[config.mk]
export PLATFORM = sky130hd
export DESIGN_NAME = bcr_clock_core
export DESIGN_NICKNAME = d
export VERILOG_FILES = /design/src/core/bcr_pkg.sv /design/src/core/bcr_div_if.sv /design/src/core/bcr_bcd_field.sv /design/src/core/bcr_clock_core.sv /design/src/core/bcr_divider.sv
export SDC_FILE = /design/constraint.sdc
export NUM_CORES = 1
export LEC_CHECK = 0
export ABC_AREA = 1
export BUFFER_PORTS_ARGS = -buffer_cell sky130_fd_sc_hd__buf_2
export CORE_UTILIZATION = 45
export DETAILED_ROUTE_END_ITERATION = 8
export PLACE_DENSITY = 0.64
export REMOVE_ABC_BUFFERS = 1
export SLEW_MARGIN = 30
export SYNTH_ARGS = -nofsm -noshare
export SYNTH_HDL_FRONTEND = slang
export SYNTH_SLANG_ARGS = --single-unit
[constraint.sdc]
create_clock -name CLOCK -period 6.7 [get_ports CLOCK]
set_input_delay 0.67 -clock CLOCK [delete_from_list [all_inputs] [get_ports CLOCK]]
set_output_delay 0.67 -clock CLOCK [all_outputs]
set_load 0.02 [all_outputs]
[src/core/bcr_pkg.sv]
package bcr_pkg;
  localparam int unsigned ADDR_W = 11;
  localparam int unsigned NFIELD = 7;
  localparam int unsigned NBANK = 8;
  localparam logic [10:0] OFF_CTRL = 11'h7f8;
  localparam logic [10:0] OFF_SEC = 11'h7f9;
  localparam logic [10:0] OFF_MIN = 11'h7fa;
  localparam logic [10:0] OFF_HOUR = 11'h7fb;
  localparam logic [10:0] OFF_WDAY = 11'h7fc;
  localparam logic [10:0] OFF_MDAY = 11'h7fd;
  localparam logic [10:0] OFF_MONTH = 11'h7fe;
  localparam logic [10:0] OFF_YEAR = 11'h7ff;
  // field index = offset minus OFF_SEC
  localparam int unsigned SEC_F = 0;
  localparam int unsigned HOUR_F = 2;
  localparam int unsigned WDAY_F = 3;
  localparam int unsigned MDAY_F = 4;
  localparam int unsigned MONTH_F = 5;
  localparam int unsigned YEAR_F = 6;
  localparam int unsigned CTL_WR_BIT = 7;
  localparam int unsigned CTL_RD_BIT = 6;
  localparam int unsigned CTL_SIGN_BIT = 5;
  localparam int unsigned CAL_W = 5;
  localparam int unsigned STOP_BIT = 7;
  localparam int unsigned FTEST_BIT = 6;
  localparam int unsigned OSC_HZ = 32768;
  localparam int unsigned CAL_SHORT = 128;
  localparam int unsigned CAL_LONG = 256;
  localparam int unsigned CAL_CYCLE_MIN = 64;
  localparam int unsigned TEST_HZ = 512;
  localparam logic [7:0] CTL_RESET = 8'h00;
  // year, month, date, weekday, hours, minutes, seconds (stop bit set)
  localparam logic [6:0][7:0] BANK_RESET = {8'h00, 8'h01, 8'h01, 8'h01, 8'h00, 8'h00, 8'h80};
  localparam logic [6:0][7:0] CNT_RESET = {8'h00, 8'h01, 8'h01, 8'h01, 8'h00, 8'h00, 8'h00};
  localparam logic [6:0][7:0] FIELD_LO = {8'h00, 8'h01, 8'h01, 8'h01, 8'h00, 8'h00, 8'h00};
  localparam logic [6:0][7:0] FIELD_HI = {8'h99, 8'h12, 8'h31, 8'h07, 8'h23, 8'h59, 8'h59};
  localparam logic [6:0][7:0] FIELD_MASK = {8'hff, 8'h1f, 8'h3f, 8'h07, 8'h3f, 8'h7f, 8'h7f};
  localparam logic [6:0][7:0] KEEP_MASK = {8'h00, 8'h00, 8'h00, 8'h40, 8'h00, 8'h00, 8'h80};

  function automatic logic [7:0] days_in_month(input logic [7:0] mon, input logic [7:0] yr);
    logic leap;
    leap = yr[4] ? (yr[3:0] == 4'h2 || yr[3:0] == 4'h6) :
                   (yr[3:0] == 4'h0 || yr[3:0] == 4'h4 || yr[3:0] == 4'h8);
    unique case (mon)
      8'h02: days_in_month = leap ? 8'h29 : 8'h28;
      8'h04, 8'h06, 8'h09, 8'h11: days_in_month = 8'h30;
      default: days_in_month = 8'h31;
    endcase
  endfunction : days_in_month
endpackage : bcr_pkg

[src/core/bcr_div_if.sv]
interface bcr_div_if;
  logic osc_tick;
  logic [4:0] cal_mag;
  logic cal_pos;
  logic min_tick;
  logic sec_tick;
  logic test_wave;
  modport core (output osc_tick, output cal_mag, output cal_pos, output min_tick,
                input sec_tick, input test_wave);
  modport div (input osc_tick, input cal_mag, input cal_pos, input min_tick,
               output sec_tick, output test_wave);
endinterface : bcr_div_if

[src/core/bcr_bcd_field.sv]
module bcr_bcd_field (
  input wire logic [7:0] val, // present bcd value
  input wire logic [7:0] lo, // value after wrap
  input wire logic [7:0] hi, // last value before wrap
  input wire logic cin, // carry into this field
  output logic [7:0] nxt, // next value
  output logic cout // carry out of this field
);
  wire at_hi = (val == hi);
  wire units_nine = (val[3:0] == 4'h9);
  wire [7:0] inc_val = units_nine ? {val[7:4] + 4'h1, 4'h0} : {val[7:4], val[3:0] + 4'h1};
  assign cout = cin && at_hi;
  assign nxt = !cin ? val : (at_hi ? lo : inc_val);
endmodule : bcr_bcd_field

[src/core/bcr_clock_core.sv]
// Function
// - read-halt bit set stops copying counters into the clock registers
// - while halted, registers keep the time present when the halt came
// - halting the copy never stops or disturbs the running counters
// - all clock registers update together; a halt lets a running copy finish
// - copying resumes within a second after the read-halt bit clears
// - load bit set also halts copying so the host can write new time
// - load bit falling moves all time registers into the counters
// - year is BCD 00-99, month BCD 01-12 with upper bits zero
// - date is BCD 01-31 with two-bit tens, upper bits zero
// - weekday 01-07 plus frequency-test bit; hours BCD 00-23
// - minutes and seconds BCD 00-59; seconds carries the stop bit
// - stop bit set halts the oscillator; it resets to one
// - oscillator runs again within a second after stop clears
// - 32768 Hz source, calibration acts at the divide-by-256 stage
// - control low five bits are trim magnitude, bit five its sign
// - 64-minute cycle; one second per minute shortened 128 or lengthened 256
// - magnitude N trims only the first 2N minutes of the cycle
// - test bit set and running: seconds bit zero toggles at 512 Hz
// - stop and test bits take effect without the load bit
// - 11 address lines; read when chip select and output enable low and write strobe high
// - write spans the overlap of chip select and write strobe low
module bcr_clock_core #(
  parameter int unsigned OSC_HZ = bcr_pkg::OSC_HZ
) (
  input wire logic CLOCK, // 10 MHz system clock
  input wire logic RST_N, // synchronous reset, active low
  input wire logic OSC_IN, // 32768 Hz oscillator pin
  input wire logic [bcr_pkg::ADDR_W-1:0] ADDR, // byte address
  input wire logic E_N, // chip select, active low
  input wire logic W_N, // write strobe, active low
  input wire logic G_N, // output enable, active low
  input wire logic [7:0] DQ_IN, // data pins as read in
  output logic [7:0] DQ_OUT, // data pins as driven
  output logic DQ_OE // high while data pins are driven
);
  import bcr_pkg::*;

  localparam int unsigned SW = ADDR_W + 12;

  // the decode takes the register block as the top eight bytes of the map
  if (NBANK != 8 || NFIELD != NBANK - 1 || ADDR_W < 4) begin : g_bad_map
    $error("register map does not fit the address decode");
  end

  function automatic logic [3:0] map_addr(input logic [ADDR_W-1:0] a);
    logic hit;
    hit = (a[ADDR_W-1:3] == OFF_CTRL[ADDR_W-1:3]);
    map_addr = {hit, a[2:0] - OFF_CTRL[2:0]};
  endfunction : map_addr

  // pin synchroniser
  logic [SW-1:0] s1_q;
  logic [SW-1:0] s2_q;
  wire [SW-1:0] pins = {OSC_IN, E_N, W_N, G_N, ADDR, DQ_IN};
  // strobes reset to their idle high level so release shows no false write end
  localparam logic [SW-1:0] PINS_IDLE = {1'b0, 3'b111, {(ADDR_W + 8){1'b0}}};

  wire osc_s = s2_q[SW-1];
  wire e_n_s = s2_q[SW-2];
  wire w_n_s = s2_q[SW-3];
  wire g_n_s = s2_q[SW-4];
  wire [ADDR_W-1:0] addr_s = s2_q[ADDR_W+7:8];
  wire [7:0] din_s = s2_q[7:0];

  // oscillator edge
  logic osc_prev_q;
  logic osc_tick_q;

  // bus capture
  logic wr_prev_q;
  logic [ADDR_W-1:0] wa_q;
  logic [7:0] wd_q;
  logic [7:0] dq_out_q;
  logic dq_oe_q;

  // register bank and counters
  logic [7:0] ctl_q;
  logic [7:0] ctl_d;
  logic [6:0][7:0] bank_q;
  logic [6:0][7:0] bank_d;
  logic [6:0][7:0] cnt_q;
  logic [6:0][7:0] cnt_d;

  // carry chain
  logic [6:0][7:0] nxt;
  logic [6:0][7:0] hi_w;
  logic [6:0] cin;
  logic [6:0] cout;

  bcr_div_if dif ();

  bcr_divider #(
    .OSC_HZ(OSC_HZ)
  ) u_div (
    .clk(CLOCK),
    .rst_n(RST_N),
    .dif(dif)
  );

  always_ff @(posedge CLOCK) begin
    if (!RST_N) begin
      s1_q <= PINS_IDLE;
      s2_q <= PINS_IDLE;
    end else begin
      s1_q <= pins;
      s2_q <= s1_q;
    end
  end

  // stop bit gates the oscillator
  wire run = !bank_q[SEC_F][STOP_BIT];
  wire osc_rise = osc_s && !osc_prev_q;

  always_ff @(posedge CLOCK) begin
    if (!RST_N) begin
      osc_prev_q <= 1'b0;
      osc_tick_q <= 1'b0;
    end else begin
      osc_prev_q <= osc_s;
      osc_tick_q <= osc_rise && run;
    end
  end

  assign dif.osc_tick = osc_tick_q;
  assign dif.cal_mag = ctl_q[CAL_W-1:0];
  assign dif.cal_pos = ctl_q[CTL_SIGN_BIT];
  assign dif.min_tick = cout[SEC_F];

  // write commits when the select/strobe overlap ends
  wire wr_act = !e_n_s && !w_n_s;
  wire rd_act = !e_n_s && w_n_s && !g_n_s;
  wire commit = wr_prev_q && !wr_act;
  wire [3:0] wmap = map_addr(wa_q);
  wire whit = commit && wmap[3];
  wire [2:0] widx = wmap[2:0];
  wire wr_ctl = whit && (widx == 3'h0);

  always_ff @(posedge CLOCK) begin
    if (!RST_N) begin
      wr_prev_q <= 1'b0;
      wa_q <= '0;
      wd_q <= 8'h00;
    end else begin
      wr_prev_q <= wr_act;
      wa_q <= wr_act ? addr_s : wa_q;
      wd_q <= wr_act ? din_s : wd_q;
    end
  end

  // control register
  wire halt = ctl_q[CTL_RD_BIT] || ctl_q[CTL_WR_BIT];
  wire load = wr_ctl && ctl_q[CTL_WR_BIT] && !wd_q[CTL_WR_BIT];

  assign ctl_d = wr_ctl ? wd_q : ctl_q;

  // clock register bank
  always_comb begin
    logic [7:0] copy;
    logic [7:0] keep;
    copy = 8'h00;
    keep = 8'h00;
    for (int i = 0; i < NFIELD; i++) begin
      keep = KEEP_MASK[i];
      // one-cycle copy of every field at once
      copy = halt ? bank_q[i] : ((bank_q[i] & keep) | cnt_q[i]);
      bank_d[i] = copy;
      if (whit && (widx == 3'(i + 1))) begin
        if (halt) begin
          bank_d[i] = wd_q;
        end else begin
          bank_d[i] = (copy & ~keep) | (wd_q & keep);
        end
      end
    end
  end

  always_ff @(posedge CLOCK) begin
    if (!RST_N) begin
      ctl_q <= CTL_RESET;
      bank_q <= BANK_RESET;
    end else begin
      ctl_q <= ctl_d;
      bank_q <= bank_d;
    end
  end

  // timekeeping counters
  assign cin[0] = dif.sec_tick;
  assign cin[1] = cout[0];
  assign cin[2] = cout[1];
  assign cin[3] = cout[HOUR_F];
  assign cin[4] = cout[HOUR_F];
  assign cin[5] = cout[MDAY_F];
  assign cin[6] = cout[MONTH_F];

  wire [7:0] dim_w = days_in_month(cnt_q[MONTH_F], cnt_q[YEAR_F]);

  for (genvar f = 0; f < NFIELD; f++) begin : g_fld
    assign hi_w[f] = (f == MDAY_F) ? dim_w : FIELD_HI[f];
    bcr_bcd_field u_fld (
      .val(cnt_q[f]),
      .lo(FIELD_LO[f]),
      .hi(hi_w[f]),
      .cin(cin[f]),
      .nxt(nxt[f]),
      .cout(cout[f])
    );
    // loading masks reserved bits so they load as zero in the counters
    assign cnt_d[f] = load ? (bank_q[f] & FIELD_MASK[f]) : nxt[f];
  end

  always_ff @(posedge CLOCK) begin
    if (!RST_N) begin
      cnt_q <= CNT_RESET;
    end else begin
      cnt_q <= cnt_d;
    end
  end

  // read path, follows the address live during a long read
  wire [3:0] rmap = map_addr(addr_s);
  wire [2:0] ridx = rmap[2:0];
  wire ftest = bank_q[WDAY_F][FTEST_BIT] && run;
  wire [7:0] sec_rd = ftest ? {bank_q[SEC_F][7:1], dif.test_wave} : bank_q[SEC_F];
  logic [NBANK-1:0][7:0] rd_cand;
  assign rd_cand[0] = ctl_q;
  assign rd_cand[1] = sec_rd;
  for (genvar r = 2; r < NBANK; r++) begin : g_rd
    assign rd_cand[r] = bank_q[r - 1];
  end
  wire [7:0] bank_rd = rd_cand[ridx];
  wire [7:0] rd_val = rmap[3] ? bank_rd : 8'h00;

  always_ff @(posedge CLOCK) begin
    if (!RST_N) begin
      dq_out_q <= 8'h00;
      dq_oe_q <= 1'b0;
    end else begin
      dq_out_q <= rd_val;
      dq_oe_q <= rd_act;
    end
  end

  assign DQ_OUT = dq_out_q;
  assign DQ_OE = dq_oe_q;
endmodule : bcr_clock_core

[src/core/bcr_divider.sv]
module bcr_divider #(
  parameter int unsigned OSC_HZ = bcr_pkg::OSC_HZ
) (
  input wire logic clk, // system clock
  input wire logic rst_n, // synchronous reset, active low
  bcr_div_if.div dif // ticks to and from the core
);
  import bcr_pkg::*;
  localparam int unsigned CW = $clog2(OSC_HZ + CAL_LONG + 1);
  localparam int unsigned TW = $clog2(OSC_HZ / (2 * TEST_HZ));
  if (OSC_HZ <= CAL_SHORT || OSC_HZ < 2 * TEST_HZ) begin : g_bad_osc
    $error("oscillator rate too low for calibration or test output");
  end
  logic [CW-1:0] cnt_q;
  logic [5:0] cyc_q;
  logic first_q;
  logic sec_q;
  logic [TW:0] tw_q;
  wire cal_now = first_q && (cyc_q < {dif.cal_mag, 1'b0});
  wire [CW-1:0] len_plus = CW'(OSC_HZ + CAL_LONG);
  wire [CW-1:0] len_minus = CW'(OSC_HZ - CAL_SHORT);
  wire [CW-1:0] len = cal_now ? (dif.cal_pos ? len_minus : len_plus) : CW'(OSC_HZ);
  // a trim that shortens the second after the count passed its end still wraps on the next oscillator tick
  wire wrap = dif.osc_tick && (cnt_q >= len - CW'(1));
  assign dif.sec_tick = sec_q;
  assign dif.test_wave = tw_q[TW];
  always_ff @(posedge clk) begin
    if (!rst_n) begin
      cnt_q <= '0;
      cyc_q <= '0;
      first_q <= 1'b0;
      sec_q <= 1'b0;
      tw_q <= '0;
    end else begin
      cnt_q <= wrap ? '0 : (dif.osc_tick ? cnt_q + CW'(1) : cnt_q);
      sec_q <= wrap;
      // cycle of 64 minutes wraps on its own width
      cyc_q <= dif.min_tick ? cyc_q + 6'h01 : cyc_q;
      first_q <= dif.min_tick ? 1'b1 : (wrap ? 1'b0 : first_q);
      tw_q <= dif.osc_tick ? tw_q + (TW+1)'(1) : tw_q;
    end
  end
endmodule : bcr_divider

# Word level (Yosys, flattened, before mapping)
# Cells that the tools add are included.
# W data, S select, Z words.
[word_totals]
latchBits = 0
mem_bits_rw = 0
input_bits = 25
mem_bits_ro = 0
mem_count = 0
output_inout_bits = 9
regBits = 227
[classes]
bitwise_logic = 5
shift = 0
eq_ne = 34
n_mux = 59
reduce_logical = 73
add_sub_neg = 18
div = 0
mul = 0
n_lt_le_gt_ge = 3
[op_table]
columns = ["operator", "count"]
rows = [
  ["$mux W8", 38],
  ["$add A4 B1 Y4 const B", 14],
  ["$eq A4 B4 Y1 const B", 8],
  ["$mux W16", 2],
  ["$mux W7", 4],
  ["$reduce_and A2 Y1", 13],
  ["$reduce_bool A2 Y1", 13],
  ["$logic_and A1 B1 Y1", 25],
  ["$bmux W8 S3", 1],
  ["$eq A8 B3 Y1 const B", 3],
  ["$eq A8 B8 Y1 const B", 3],
  ["$mux W6", 4],
  ["$reduce_bool A3 Y1", 6],
  ["$add A16 B1 Y16 const B", 1],
  ["$eq A8 B5 Y1 const B", 2],
  ["$eq A8 B7 Y1 const B", 2],
  ["$ge A16 B16 Y1", 1],
  ["$or A7 B8 Y8", 2],
  ["$sub A16 B1 Y16 const B", 1],
  ["$add A6 B1 Y6 const B", 2],
  ["$eq A3 B3 Y1 const B", 4],
  ["$mux W5", 2],
  ["$pmux W5 S2", 1],
  ["$eq A4 B3 Y1 const B", 2],
  ["other kinds (21)", 38],
]

# Depth between registers and ports, before layout
# Gate-level depths: netlist of run 1.
[logic_depth]
depth_word = 11
depth_mapped = 17
ltp_nobuf = 16

# Hierarchy
# Synthesis of run 1 repeated with hierarchy kept, for this count alone.
[hier_totals]
hier_cells = 2188
area_unflattened_um2 = 14067.2
[modules_own_cells]
columns = ["module", "n_inst", "area_each_um2", "cells_each"]
rows = [
  ["bcr_clock_core", 1, 8555.7, 1230],
  ["bcr_bcd_field", 7, 545.5, 103],
  ["bcr_divider", 1, 1692.9, 237],
]

# Least setup slack after synthesis of run 1
# Ideal clock, no wire load.
[synth_path]
path_kind = "register -> register"
start = "reg ctl_q[4]"
end = "reg u_div.cnt_q[10]"
n_path_buf = 1
path_stages_with_launch = 18
setup_time_ns = 0.116
t_required_ns = 6.584
synth_period_minus_slack_ns = 2.627
slack_ns = 4.073
t_arrival_ns = 2.511
cell_sequence = "dfxtp_1 -> inv_1 -> ha_1 -> nand2_1 -> nor2_1 -> o21ai_0 -> o2111ai_1 -> nor2_1 -> inv_1 -> ha_1 -> nand2_1 -> nor4_1 -> o21ai_0 -> o2111ai_1 -> nand2_1 -> nand2_1 -> buf_2 -> nor2_1"
[synth_between]
elab_chain_len = 7
[synth_rtl]
columns = ["item", "line_no", "rtl"]
rows = [
  ["from (decl)", "bcr_clock_core.sv:78", "logic [7:0] ctl_q;"],
  ["from (signal assigned)", "bcr_clock_core.sv:183", "ctl_q <= ctl_d;"],
  ["$lt A6 B6 Y1", "bcr_divider.sv:19", "wire cal_now = first_q && (cyc_q < {dif.cal_mag, 1'b0});"],
  ["$logic_and A1 B1 Y1", "bcr_divider.sv:19", ""],
  ["$mux W16", "bcr_divider.sv:22", "wire [CW-1:0] len = cal_now ? (dif.cal_pos ? len_minus : len_plus) : CW'(OSC_HZ);"],
  ["$sub A16 B1 Y16", "bcr_divider.sv:24", "wire wrap = dif.osc_tick && (cnt_q >= len - CW'(1));"],
  ["$ge A16 B16 Y1", "bcr_divider.sv:24", ""],
  ["$logic_and A1 B1 Y1", "bcr_divider.sv:24", ""],
  ["$reduce_or A2 Y1 (no source line)", "n/a", ""],
  ["to (signal assigned)", "bcr_divider.sv:35", "cnt_q <= wrap ? '0 : (dif.osc_tick ? cnt_q + CW'(1) : cnt_q);"],
  ["to (decl)", "bcr_divider.sv:14", "logic [CW-1:0] cnt_q;"],
]
# No other way between the ends.
# A chain may end at the register's enable or synchronous reset.

# Worst setup path in the final report of run 1
[layout_path]
start = "reg ctl_q[4]"
end = "reg u_div.cnt_q[15]"
# The elaborated chain is that of the path after synthesis.

==> results of run 1 <==
==> power breakdown <==
group          internal (µW)  switching (µW)
clock network            930             583
logic                   18.8            44.5
registers               1360            6.56
total                   2310             634
==> layer usage <==
metal | track usage, % | wire [µm] | up-vias
met5 | 0 | 0 | -
met4 | 7.45 | 844 | 0
met3 | 3.77 | 2070 | 60
met2 | 36.2 | 12700 | 331
met1 | 32.0 | 13900 | 4553
li1 | - | - | 5152
==> flip-flops by register name, indices dropped and copies added (netlist names), 6 cells and up <==
signal / flops
u_div.cyc_q: 6
u_div.tw_q: 6
DQ_OUT: 8
s1_q: 23
cnt_q: 56
s2_q: 23
wd_q: 8
wa_q: 11
u_div.cnt_q: 16
ctl_q: 8
bank_q: 56
==> stage by stage <==
stage,std cells,hold slack [ns]
4_1_cts,1933,0.274
3_5_place_dp,1885,0.381
6_report,1934,0.300
5_1_grt,1933,0.296
2_1_floorplan,1523,0.372
3_3_place_gp,1885,0.378
==> worst max-delay path, cell delays in order, from the launching register on <==
cell	delay, ns
dfxtp_1	0.33
inv_1	0.05
ha_1	0.30
nand2_1	0.09
nor2_1	0.04
o21ai_0	0.06
o2111ai_1	0.19
nor2_1	0.29
inv_1	0.08
ha_1	0.30
nand2_1	0.08
nor4_1	0.25
o21ai_0	0.12
o2111ai_1	0.09
nand2_1	0.13
nand2_1	0.44
nor2_1	0.09
==> cells by family after synthesis <==
group	Yosys count	share of synthesized area [%]
compound gates	388	18.6
xor+xnor	30	2.34
fa+ha+maj	40	4.47
buf+inv	307	10.6
flops	227	40.5
simple gates	591	23.4
==> final timing paths <==
check                        startpoint                      endpoint  slack, ns  cells after the start
setup / recovery  ctl_q[4]$_SDFFE_PN0P_  u_div.cnt_q[15]$_SDFFE_PP0P_       3.63                     16
hold / removal                 ADDR[10]           s1_q[18]$_SDFF_PN0_       0.30                      3
setup reg to reg  ctl_q[4]$_SDFFE_PN0P_  u_div.cnt_q[15]$_SDFFE_PP0P_       3.63                     16
hold reg to reg   osc_prev_q$_SDFF_PN0_       dif.osc_tick$_SDFF_PN0_       0.39                      1
==> cells in the mapped netlist (5+ instances only) <==
library cell  count  area share, %
a21oi_1         128            5.7
a31oi_1          16           0.89
buf_2            14           0.63
clkbuf_1         39            1.3
dfxtp_1         227             41
ha_1             40            4.5
inv_1           239            8.0
nand2_1         241            8.1
nand2_2           5           0.28
nand3_1          64            2.9
nand4_1          20            1.1
nor2_1          182            6.1
nor2_2            6           0.33
nor3_1           45            2.0
o211ai_1          8           0.54
o21a_1           20            1.3
o21ai_0         192            8.6
o22ai_1           9           0.50
or2_2             8           0.45
xor2_1           27            2.1
==> cell type report <==
cell class                 instances  share of cell area, %
inverter                         247                   7.43
timing repair buffer              38                   1.64
tap                              324                   3.24
clock inverter                    11                   1.47
antenna                            1                 0.0200
clock buffer                      37                   5.93
multi-input combinational       1049                   44.0
sequential                       227                   36.3
==> qor.csv, run 1 <==
metric;value;unit
startpoint types;flop;
Die Span Y;160;µm
PwrDens;235;nW/µm²
DR pass1 iterations;5;
die area;25500;µm²
CTS clk-pin slew, worst paths;0.06;ns
Fin. Hold Viols;0;
Reg area;4540;µm²
Slew HR;30.5;%
FILL cells;2406;
Fmax achieved;325;MHz
number of CTS-inserted buffers;26;
unrepaired setup endpoints after global routing;no;
Setup-failing EPs final;0;
worst-path fanout max;15;
setup repair bufs after CTS;0;
Clock Latency Late Sink;0.55;ns
initial antenna violation count;0;
post-placement cell area;11600;µm²
fin area;12500;µm²
Yosys cell types;45;
post-route minimum period;3.07;ns
Peak VDD IR;187;µV
Syn Area/Cell;7.08;µm²
post-layout power;2950;µW
Buffers on Ports;33;
most frequent cells in the layout;nand2_1 (241), inv_1 (239), dfxtp_1 (227);
DRC violations left;0;
std cell rows;57;
final core occ;51.3;%
via count;10096;
Vias/cell;5.22;
number of hold-repair buffers added at the cts stage;0;
area of the multi-input gates;5500;µm²
synthesis warning total;0;
sequential fraction of the synthesis area;40.5;%
vias in the first global route;9279;
initial core utilization;45.9;%
Seq cells post-synth;227;
Post-Syn Area;11200;µm²
Final period util;45.9;%
CTS H-tree lvls;1;
Req. time, crit path;7.12;ns
total gr overflow;0;
Cells after Synth;1583;
Clock Path Buffers;3;
Layout area overhead;11.7;%
Synth Flop Type;dfxtp_1;
Post-synth EDFFs;0;
Crit Path Category;flop to flop;
Antenna Nets Post-Route;0;
DIE WIDTH;160;µm
Worst Tran Pin Value;1.03;ns
Worst Path Arrival;3.49;ns
IO Pins;34;
DR WL/cell;15.3;µm
TritonCTS clock tree;yes;
worst setup margin;3.63;ns
first-pass GRT wire length;47.7;mm
asr flop ratio synth;0;%
most common cell after layout, fill and taps aside;nand2_1;
largest net degree at the start of global routing;70;
TNS Setup;0;ns
routability cong.;0.878;
CORE AREA;24400;µm²
clk root buf;clkbuf_16;
Final nets;1654;
Critical Path Sink Type;flop;
worst slack, placed;3.58;ns
clk sinks;227;
max-cap check violation count;0;
Hold Crit Class;input pin to flop;
drt initial violations;930;
Slew Viols, Final;0;
final WL;29.5;mm
Pleak;0.00516;µW
CTS-repair resized insts;0;
outcome;finished, final reports clean;
Setup Skew;0.0262;ns
Tot GR Track Use;23.0;%
DP HPWL;20.2;mm
layout cell share with drive strength beyond 1;8.08;%
(Power assumes the default switching activity.)
==> run 2: changes to the inputs <==
- clock period: 6.7 -> 3.1 ns (I/O delays scaled with it)
==> run 2 against run 1 <==
Against the previous run:
- fmax up 13%
- flip-flop and latch count unchanged
- hold slack worse by 0.14 ns
- count of clock-buffer cells in the layout up 2
- sequential power up 120%
- non-clock buffer count up 46
- first-iteration DRC count up 1.9%
- clock power up 100%
- register-to-register slack worse by 3.3 ns
- highest routed layer unchanged
==> qor.csv, run 2 (synthesis results as in run 1) <==
metric;value;unit;change
CTS clk-pin slew, worst paths;0.06;ns;about the same
Hold Crit Class;input pin to flop;;
unrepaired setup endpoints after global routing;no;;
layout cell share with drive strength beyond 1;9.06;%;+0.98 points
std cell rows;57;;unchanged
Clock Path Buffers;3;;unchanged
Vias/cell;5.26;;+0.68%
number of CTS-inserted buffers;26;;unchanged
CTS H-tree lvls;1;;unchanged
total gr overflow;0;;unchanged
initial core utilization;45.9;%;unchanged
Buffers on Ports;33;;unchanged
largest net degree at the start of global routing;65;;-7.1%
FILL cells;2417;;+0.46%
DRC violations left;0;;unchanged
IO Pins;34;;unchanged
placed cell count;1907;;+1.2%
Slew HR;36.3;%;+5.7 points
CORE AREA;24400;µm²;unchanged
Fin. Hold Viols;0;;unchanged
PwrDens;483;nW/µm²;+110%
post-route minimum period;2.73;ns;-0.343 ns
Slew Viols, Final;0;;unchanged
DP HPWL;20.7;mm;+2.4%
clk root buf;clkbuf_16;;
hold slack;0.158;ns;-0.142 ns
routability cong.;0.892;;+1.7%
initial antenna violation count;0;;unchanged
Flop pwr share;47.6;%;+1.1 points
Clock Latency Late Sink;0.55;ns;about the same
via count;10401;;+3.0%
post-placement cell area;11700;µm²;+1.5%
fin cells;1979;;+2.3%
drt initial violations;948;;+1.9%
Comb pwr share;2.7;%;+0.6 points
Crit Path Category;flop to flop;;
first-pass GRT wire length;49.0;mm;+2.6%
Die Span Y;160;µm;unchanged
final WL;29.9;mm;+1.4%
DIE WIDTH;160;µm;unchanged
Peak VDD IR;462;µV;+150%
DR pass1 iterations;5;;unchanged
Layout area overhead;14.9;%;
Critical Path Sink Type;flop;;
Fmax achieved;366;MHz;+13%
Setup Skew;0.0198;ns;-0.00636 ns
DR WL/cell;15.1;µm;-0.92%
Worst Tran Pin Value;0.953;ns;-0.0812 ns
most frequent cells in the layout;nand2_1 (241), inv_1 (238), dfxtp_1 (227);;
Antenna Nets Post-Route;0;;unchanged
worst-path fanout max;15;;unchanged
Final nets;1700;;+2.8%
Sw Share;22.2;%;+0.65 points
clock share of power;49.7;%;-1.6 points
Final period util;88.1;%;+42 points
vias in the first global route;9636;;+3.8%
most common cell after layout, fill and taps aside;nand2_1;;
fin area;12900;µm²;+2.9%
max-cap check violation count;0;;unchanged
Pleak;0.00535;µW;+3.8%
biggest registers after layout;bank_q (56), cnt_q (56);;
P_sw;1380;µW;+120%
Req. time, crit path;3.54;ns;-3.58 ns
TritonCTS clock tree;yes;;
die area;25500;µm²;unchanged
Worst Path Arrival;3.17;ns;-0.32 ns
P_int;4840;µW;+110%
Setup-failing EPs final;0;;unchanged
Diodes inserted;0;;-1
startpoint types;flop;;
outcome;finished, final reports clean;;
clk sinks;227;;unchanged
Tot GR Track Use;23.6;%;+0.58 points
-- run 2: changes by cell type in the layout (fill, tap and decap cells not counted), sizes merged --
cell | previous run | this run
inv | 244 | 242
clkinv | 10 | 12
bufinv | 4 | 1
clkbuf | 37 | 39
buf | 38 | 61
clkinvlp | 0 | 1
diode | 1 | 0
dlygate4sd3 | 0 | 23
-- run 2: metrics by stage --
stage	worst slack (ns)	utilization [%]	power, µW	TNS [ns]
3_5_place_dp	0.218	48.1	3170	0
6_report	0.369	52.8	6220	0
3_3_place_gp	0.261	48.1	3170	0
2_1_floorplan	-1.67	-	3090	-88.42
4_1_cts	0.203	52.7	6280	0
5_1_grt	0.00293	52.8	6420	0
-- run 2: repair_timing --
item,4_1_cts,5_1_grt
endpoints found under the setup margin,0,15
hold buffers,23,0
resized for setup,0,3
endpoints found under the hold margin,23,0
setup buffers,0,1
-- run 2: path summary, 6_finish.rpt --
check / from / cells past startpoint / slack [ns] / to
worst max-delay path: ctl_q[4]$_SDFFE_PN0P_ / 17 / 0.37 / u_div.cnt_q[13]$_SDFFE_PP0P_
worst min-delay path: RST_N / 3 / 0.16 / s1_q[11]$_SDFF_PN0_
worst max register to register: ctl_q[4]$_SDFFE_PN0P_ / 17 / 0.37 / u_div.cnt_q[13]$_SDFFE_PP0P_
worst min register to register: osc_prev_q$_SDFF_PN0_ / 1 / 0.39 / dif.osc_tick$_SDFF_PN0_
-- run 2: power groups by stage --
stage          logic, µW  clock network, µW  registers (µW)
2_1_floorplan       66.6                  0            3030
3_3_place_gp         145                  0            3020
3_5_place_dp         147                  0            3030
4_1_cts              169               3150            2960
5_1_grt              192               3270            2960
6_report             171               3090            2960
-- run 2: area by class of cell --
class	count	area, µm²	share of cell area [%]
Inverter	247	930	7.22
Multi-Input combinational cell	1049	5490	42.6
Clock buffer	39	779	6.05
Clock inverter	9	105	0.816
Timing Repair Buffer	84	624	4.85
Sequential cell	227	4540	35.3
Tap cell	324	405	3.15
-- run 2: worst max-delay path: stages, from the launching register on --
cell and delay, ns:
dfxtp_1 0.35, inv_1 0.05, ha_1 0.30, nand2_1 0.11, nor2_1 0.05, o21ai_0 0.09
o2111ai_2 0.18, nor2_2 0.16, inv_1 0.06, ha_1 0.28, nand2_1 0.08, nor4_1 0.24
o21ai_0 0.12, o2111ai_1 0.09, nand2_1 0.14, nand2_1 0.10, buf_6 0.16, nor3_1 0.06
-- run 2: routing by layer --
layer | share of wire, % | up-vias | GRT usage (%)
met3 | 7.4 | 59 | 3.87
met4 | 3.4 | 0 | 8.40
met2 | 43 | 359 | 37.1
met5 | 0 | - | 0
met1 | 46 | 4732 | 32.5
li1 | - | 5251 | -
==> run 3: changes to the inputs <==
- SYNTH_HIERARCHICAL: default -> 1
==> run 3 against run 2 <==
Against the previous run:
- via count grew 29%
- setup slack lost 0.031 ns
- combinational power grew 78%
- flip-flop and latch count is the same
- critical path depth grew 2
- synthesized cell count grew 38%
- core utilization grew 0.65 points
- highest routed layer unchanged
==> qor.csv, run 3 <==
metric;value;unit;change
DP HPWL;25.3;mm;+22%
Worst Tran Pin Value;0.976;ns;+0.0236 ns
number of CTS-inserted buffers;26;;unchanged
layout cell share with drive strength beyond 1;9.83;%;+0.77 points
PwrDens;418;nW/µm²;-13%
total gr overflow;0;;unchanged
max-cap check violation count;0;;unchanged
IO Pins;34;;unchanged
Hold Crit Class;input pin to flop;;
TritonCTS clock tree;yes;;
Worst Path Arrival;3.20;ns;+0.03 ns
Slew HR;34.7;%;-1.6 points
post-route minimum period;2.76;ns;+0.0315 ns
most common cell after layout, fill and taps aside;nand2_1;;
Diodes inserted;0;;unchanged
DRC violations left;0;;unchanged
clk root buf;clkbuf_16;;
fin cells;2786;;+41%
final WL;35.7;mm;+19%
CTS clk-pin slew, worst paths;0.07;ns;about the same
Peak VDD IR;448;µV;-3.0%
Critical Path Sink Type;flop;;
hold slack;0.179;ns;+0.0210 ns
clk sinks;227;;unchanged
Setup-failing EPs final;0;;unchanged
outcome;finished, final reports clean;;
Req. time, crit path;3.53;ns;about the same
CTS H-tree lvls;1;;unchanged
Clock Latency Late Sink;0.55;ns;about the same
Buffers on Ports;33;;unchanged
P_int;5340;µW;+10%
placed cell count;2716;;+42%
Setup Skew;0.0222;ns;+0.00236 ns
reg2reg setup slack;0.34;ns;-0.03 ns
initial antenna violation count;0;;unchanged
Slew Viols, Final;0;;unchanged
Die Span Y;179;µm;+12%
TNS Setup;0;ns;unchanged
Critical Path Most Common Cell;nand2_1;;
Clock Path Buffers;3;;unchanged
std cell rows;64;;+12%
Syn Area/Cell;6.43;µm²;-9.2%
CORE AREA;30700;µm²;+26%
Final period util;89.1;%;+1.0 points
Final nets;2419;;+42%
Pleak;0.00780;µW;+46%
Sw Share;22.1;%;-0.041 points
Post-Syn Area;14100;µm²;+25%
first-pass GRT wire length;59.1;mm;+21%
drt initial violations;825;;-13%
Crit Path Category;flop to flop;;
synthesis warning total;6;;+6
die area;32000;µm²;+25%
vias in the first global route;12157;;+26%
routability cong.;0.843;;-5.5%
setup repair bufs after CTS;0;;unchanged
final core occ;53.5;%;+0.65 points
largest net degree at the start of global routing;66;;+1.5%
DIE WIDTH;179;µm;+12%
Fmax achieved;362;MHz;-1.1%
biggest registers after layout;bank_q (56), cnt_q (56);;
Antenna Nets Post-Route;0;;unchanged
Layout area overhead;16.6;%;
slowest CP cell;dfxtp_1;;
unrepaired setup endpoints after global routing;no;;
Flop pwr share;43.2;%;-4.4 points
via count;13445;;+29%
crit path cell chain;nor3_2 > nand2_1 > nor4_1 > buf_4 > inv_1 > xnor2_1 > nand2_4 > nor2_8 > nand3_1 > inv_1 > nand3_1 > inv_2 > inv_1 > nand2_1 > nand2_1 > inv_1 > nand2_1 > nand2_1 > nor2_1;;
Worst path max stage delay;0.37;ns;+0.02 ns
Vias/cell;4.83;;-8.2%
Fin. Hold Viols;0;;unchanged
DR pass1 iterations;5;;unchanged
clock share of power;52.3;%;+2.6 points
post-layout power;6850;µW;+10%
most frequent cells in the layout;nand2_1 (540), inv_1 (349), nor2_1 (287);;
Cells after Synth;2186;;+38%
Comb pwr share;4.4;%;+1.7 points
Tot GR Track Use;22.5;%;-1.0 points
P_sw;1520;µW;+9.9%
DR WL/cell;12.8;µm;-15%
worst-path fanout max;11;;-4
initial core utilization;45.8;%;-0.10 points
startpoint types;flop;;
run 3: cell count changes in the layout (fill, tap and decap cells not counted), moves of 21 or more:
| cell | previous run | this run |
|---|---|---|
| nand2_1 | 241 | 540 |
| conb_1 | 0 | 136 |
| inv_1 | 238 | 349 |
| nor2_1 | 179 | 287 |
| o21ai_0 | 192 | 133 |
| nand3_1 | 64 | 116 |
| nand3b_1 | 1 | 50 |
| o211ai_1 | 8 | 54 |
| nor3_1 | 45 | 7 |
| xnor2_1 | 3 | 39 |
| nand2_2 | 5 | 26 |
| o21ai_1 | 1 | 22 |
run 3: power groups by stage:
| stage | clock (µW) | sequential, µW | combinational [µW] |
|---|---|---|---|
| after global placement | 0 | 3030 | 274 |
| after detailed placement | 0 | 3030 | 277 |
| final | 3580 | 2960 | 305 |
| after floorplan | 0 | 3030 | 191 |
| after global routing | 3760 | 2960 | 344 |
| after CTS | 3640 | 2960 | 300 |
run 3: final cells by class:
| cell class | count | area [µm²] |
|---|---|---|
| flip-flops and latches | 227 | 4540 |
| inverters | 363 | 1360 |
| multi-input cells | 1658 | 8280 |
| fillers | 3084 | 14300 |
| repair buffers | 95 | 703 |
| clock buffers | 29 | 693 |
| well taps | 396 | 495 |
| clock inverters | 18 | 312 |
run 3: what timing repair did:
action                                 4_1_cts  5_1_grt
setup endpoints to repair                    0        8
resized for setup                            0        2
endpoints found under the hold margin       23        0
hold buffers                                23        0
run 3: final timing paths:
check / depth (start not counted) / end / from
min reg2reg: 1 / dif.osc_tick$_SDFF_PN0_ / osc_prev_q$_SDFF_PN0_
min: 3 / s2_q[20]$_SDFF_PN1_ / RST_N
max: 19 / cnt_q[55]$_SDFF_PN0_ / cnt_q[47]$_SDFF_PP0_
max reg2reg: 19 / cnt_q[55]$_SDFF_PN0_ / cnt_q[47]$_SDFF_PP0_
run 3: per-layer routing:
layer / global-route usage, % / routed length [µm] / up-vias
met1: 29.7 / 16600 / 6042
met2: 38.3 / 16600 / 276
li1: - / - / 7065
met5: 0 / 0 / -
met4: 6.92 / 968 / 0
met3: 2.67 / 1470 / 62
run 3: stage by stage:
stage          cell area (µm²)  setup slack, ns
3_5_place_dp             15200            0.113
3_3_place_gp             15200            0.225
2_1_floorplan            14200           -0.213
6_report                 16400            0.337
4_1_cts                  16400           0.0916
5_1_grt                  16400           0.0725
run 3: critical path: cells and delay by family (launching register included):
kind                      cells  cell delay, ns
xor gates and xnor gates      1            0.24
buffers and inverters         6            0.68
DFF                           1            0.37
and+or+nand+nor              12            1.36
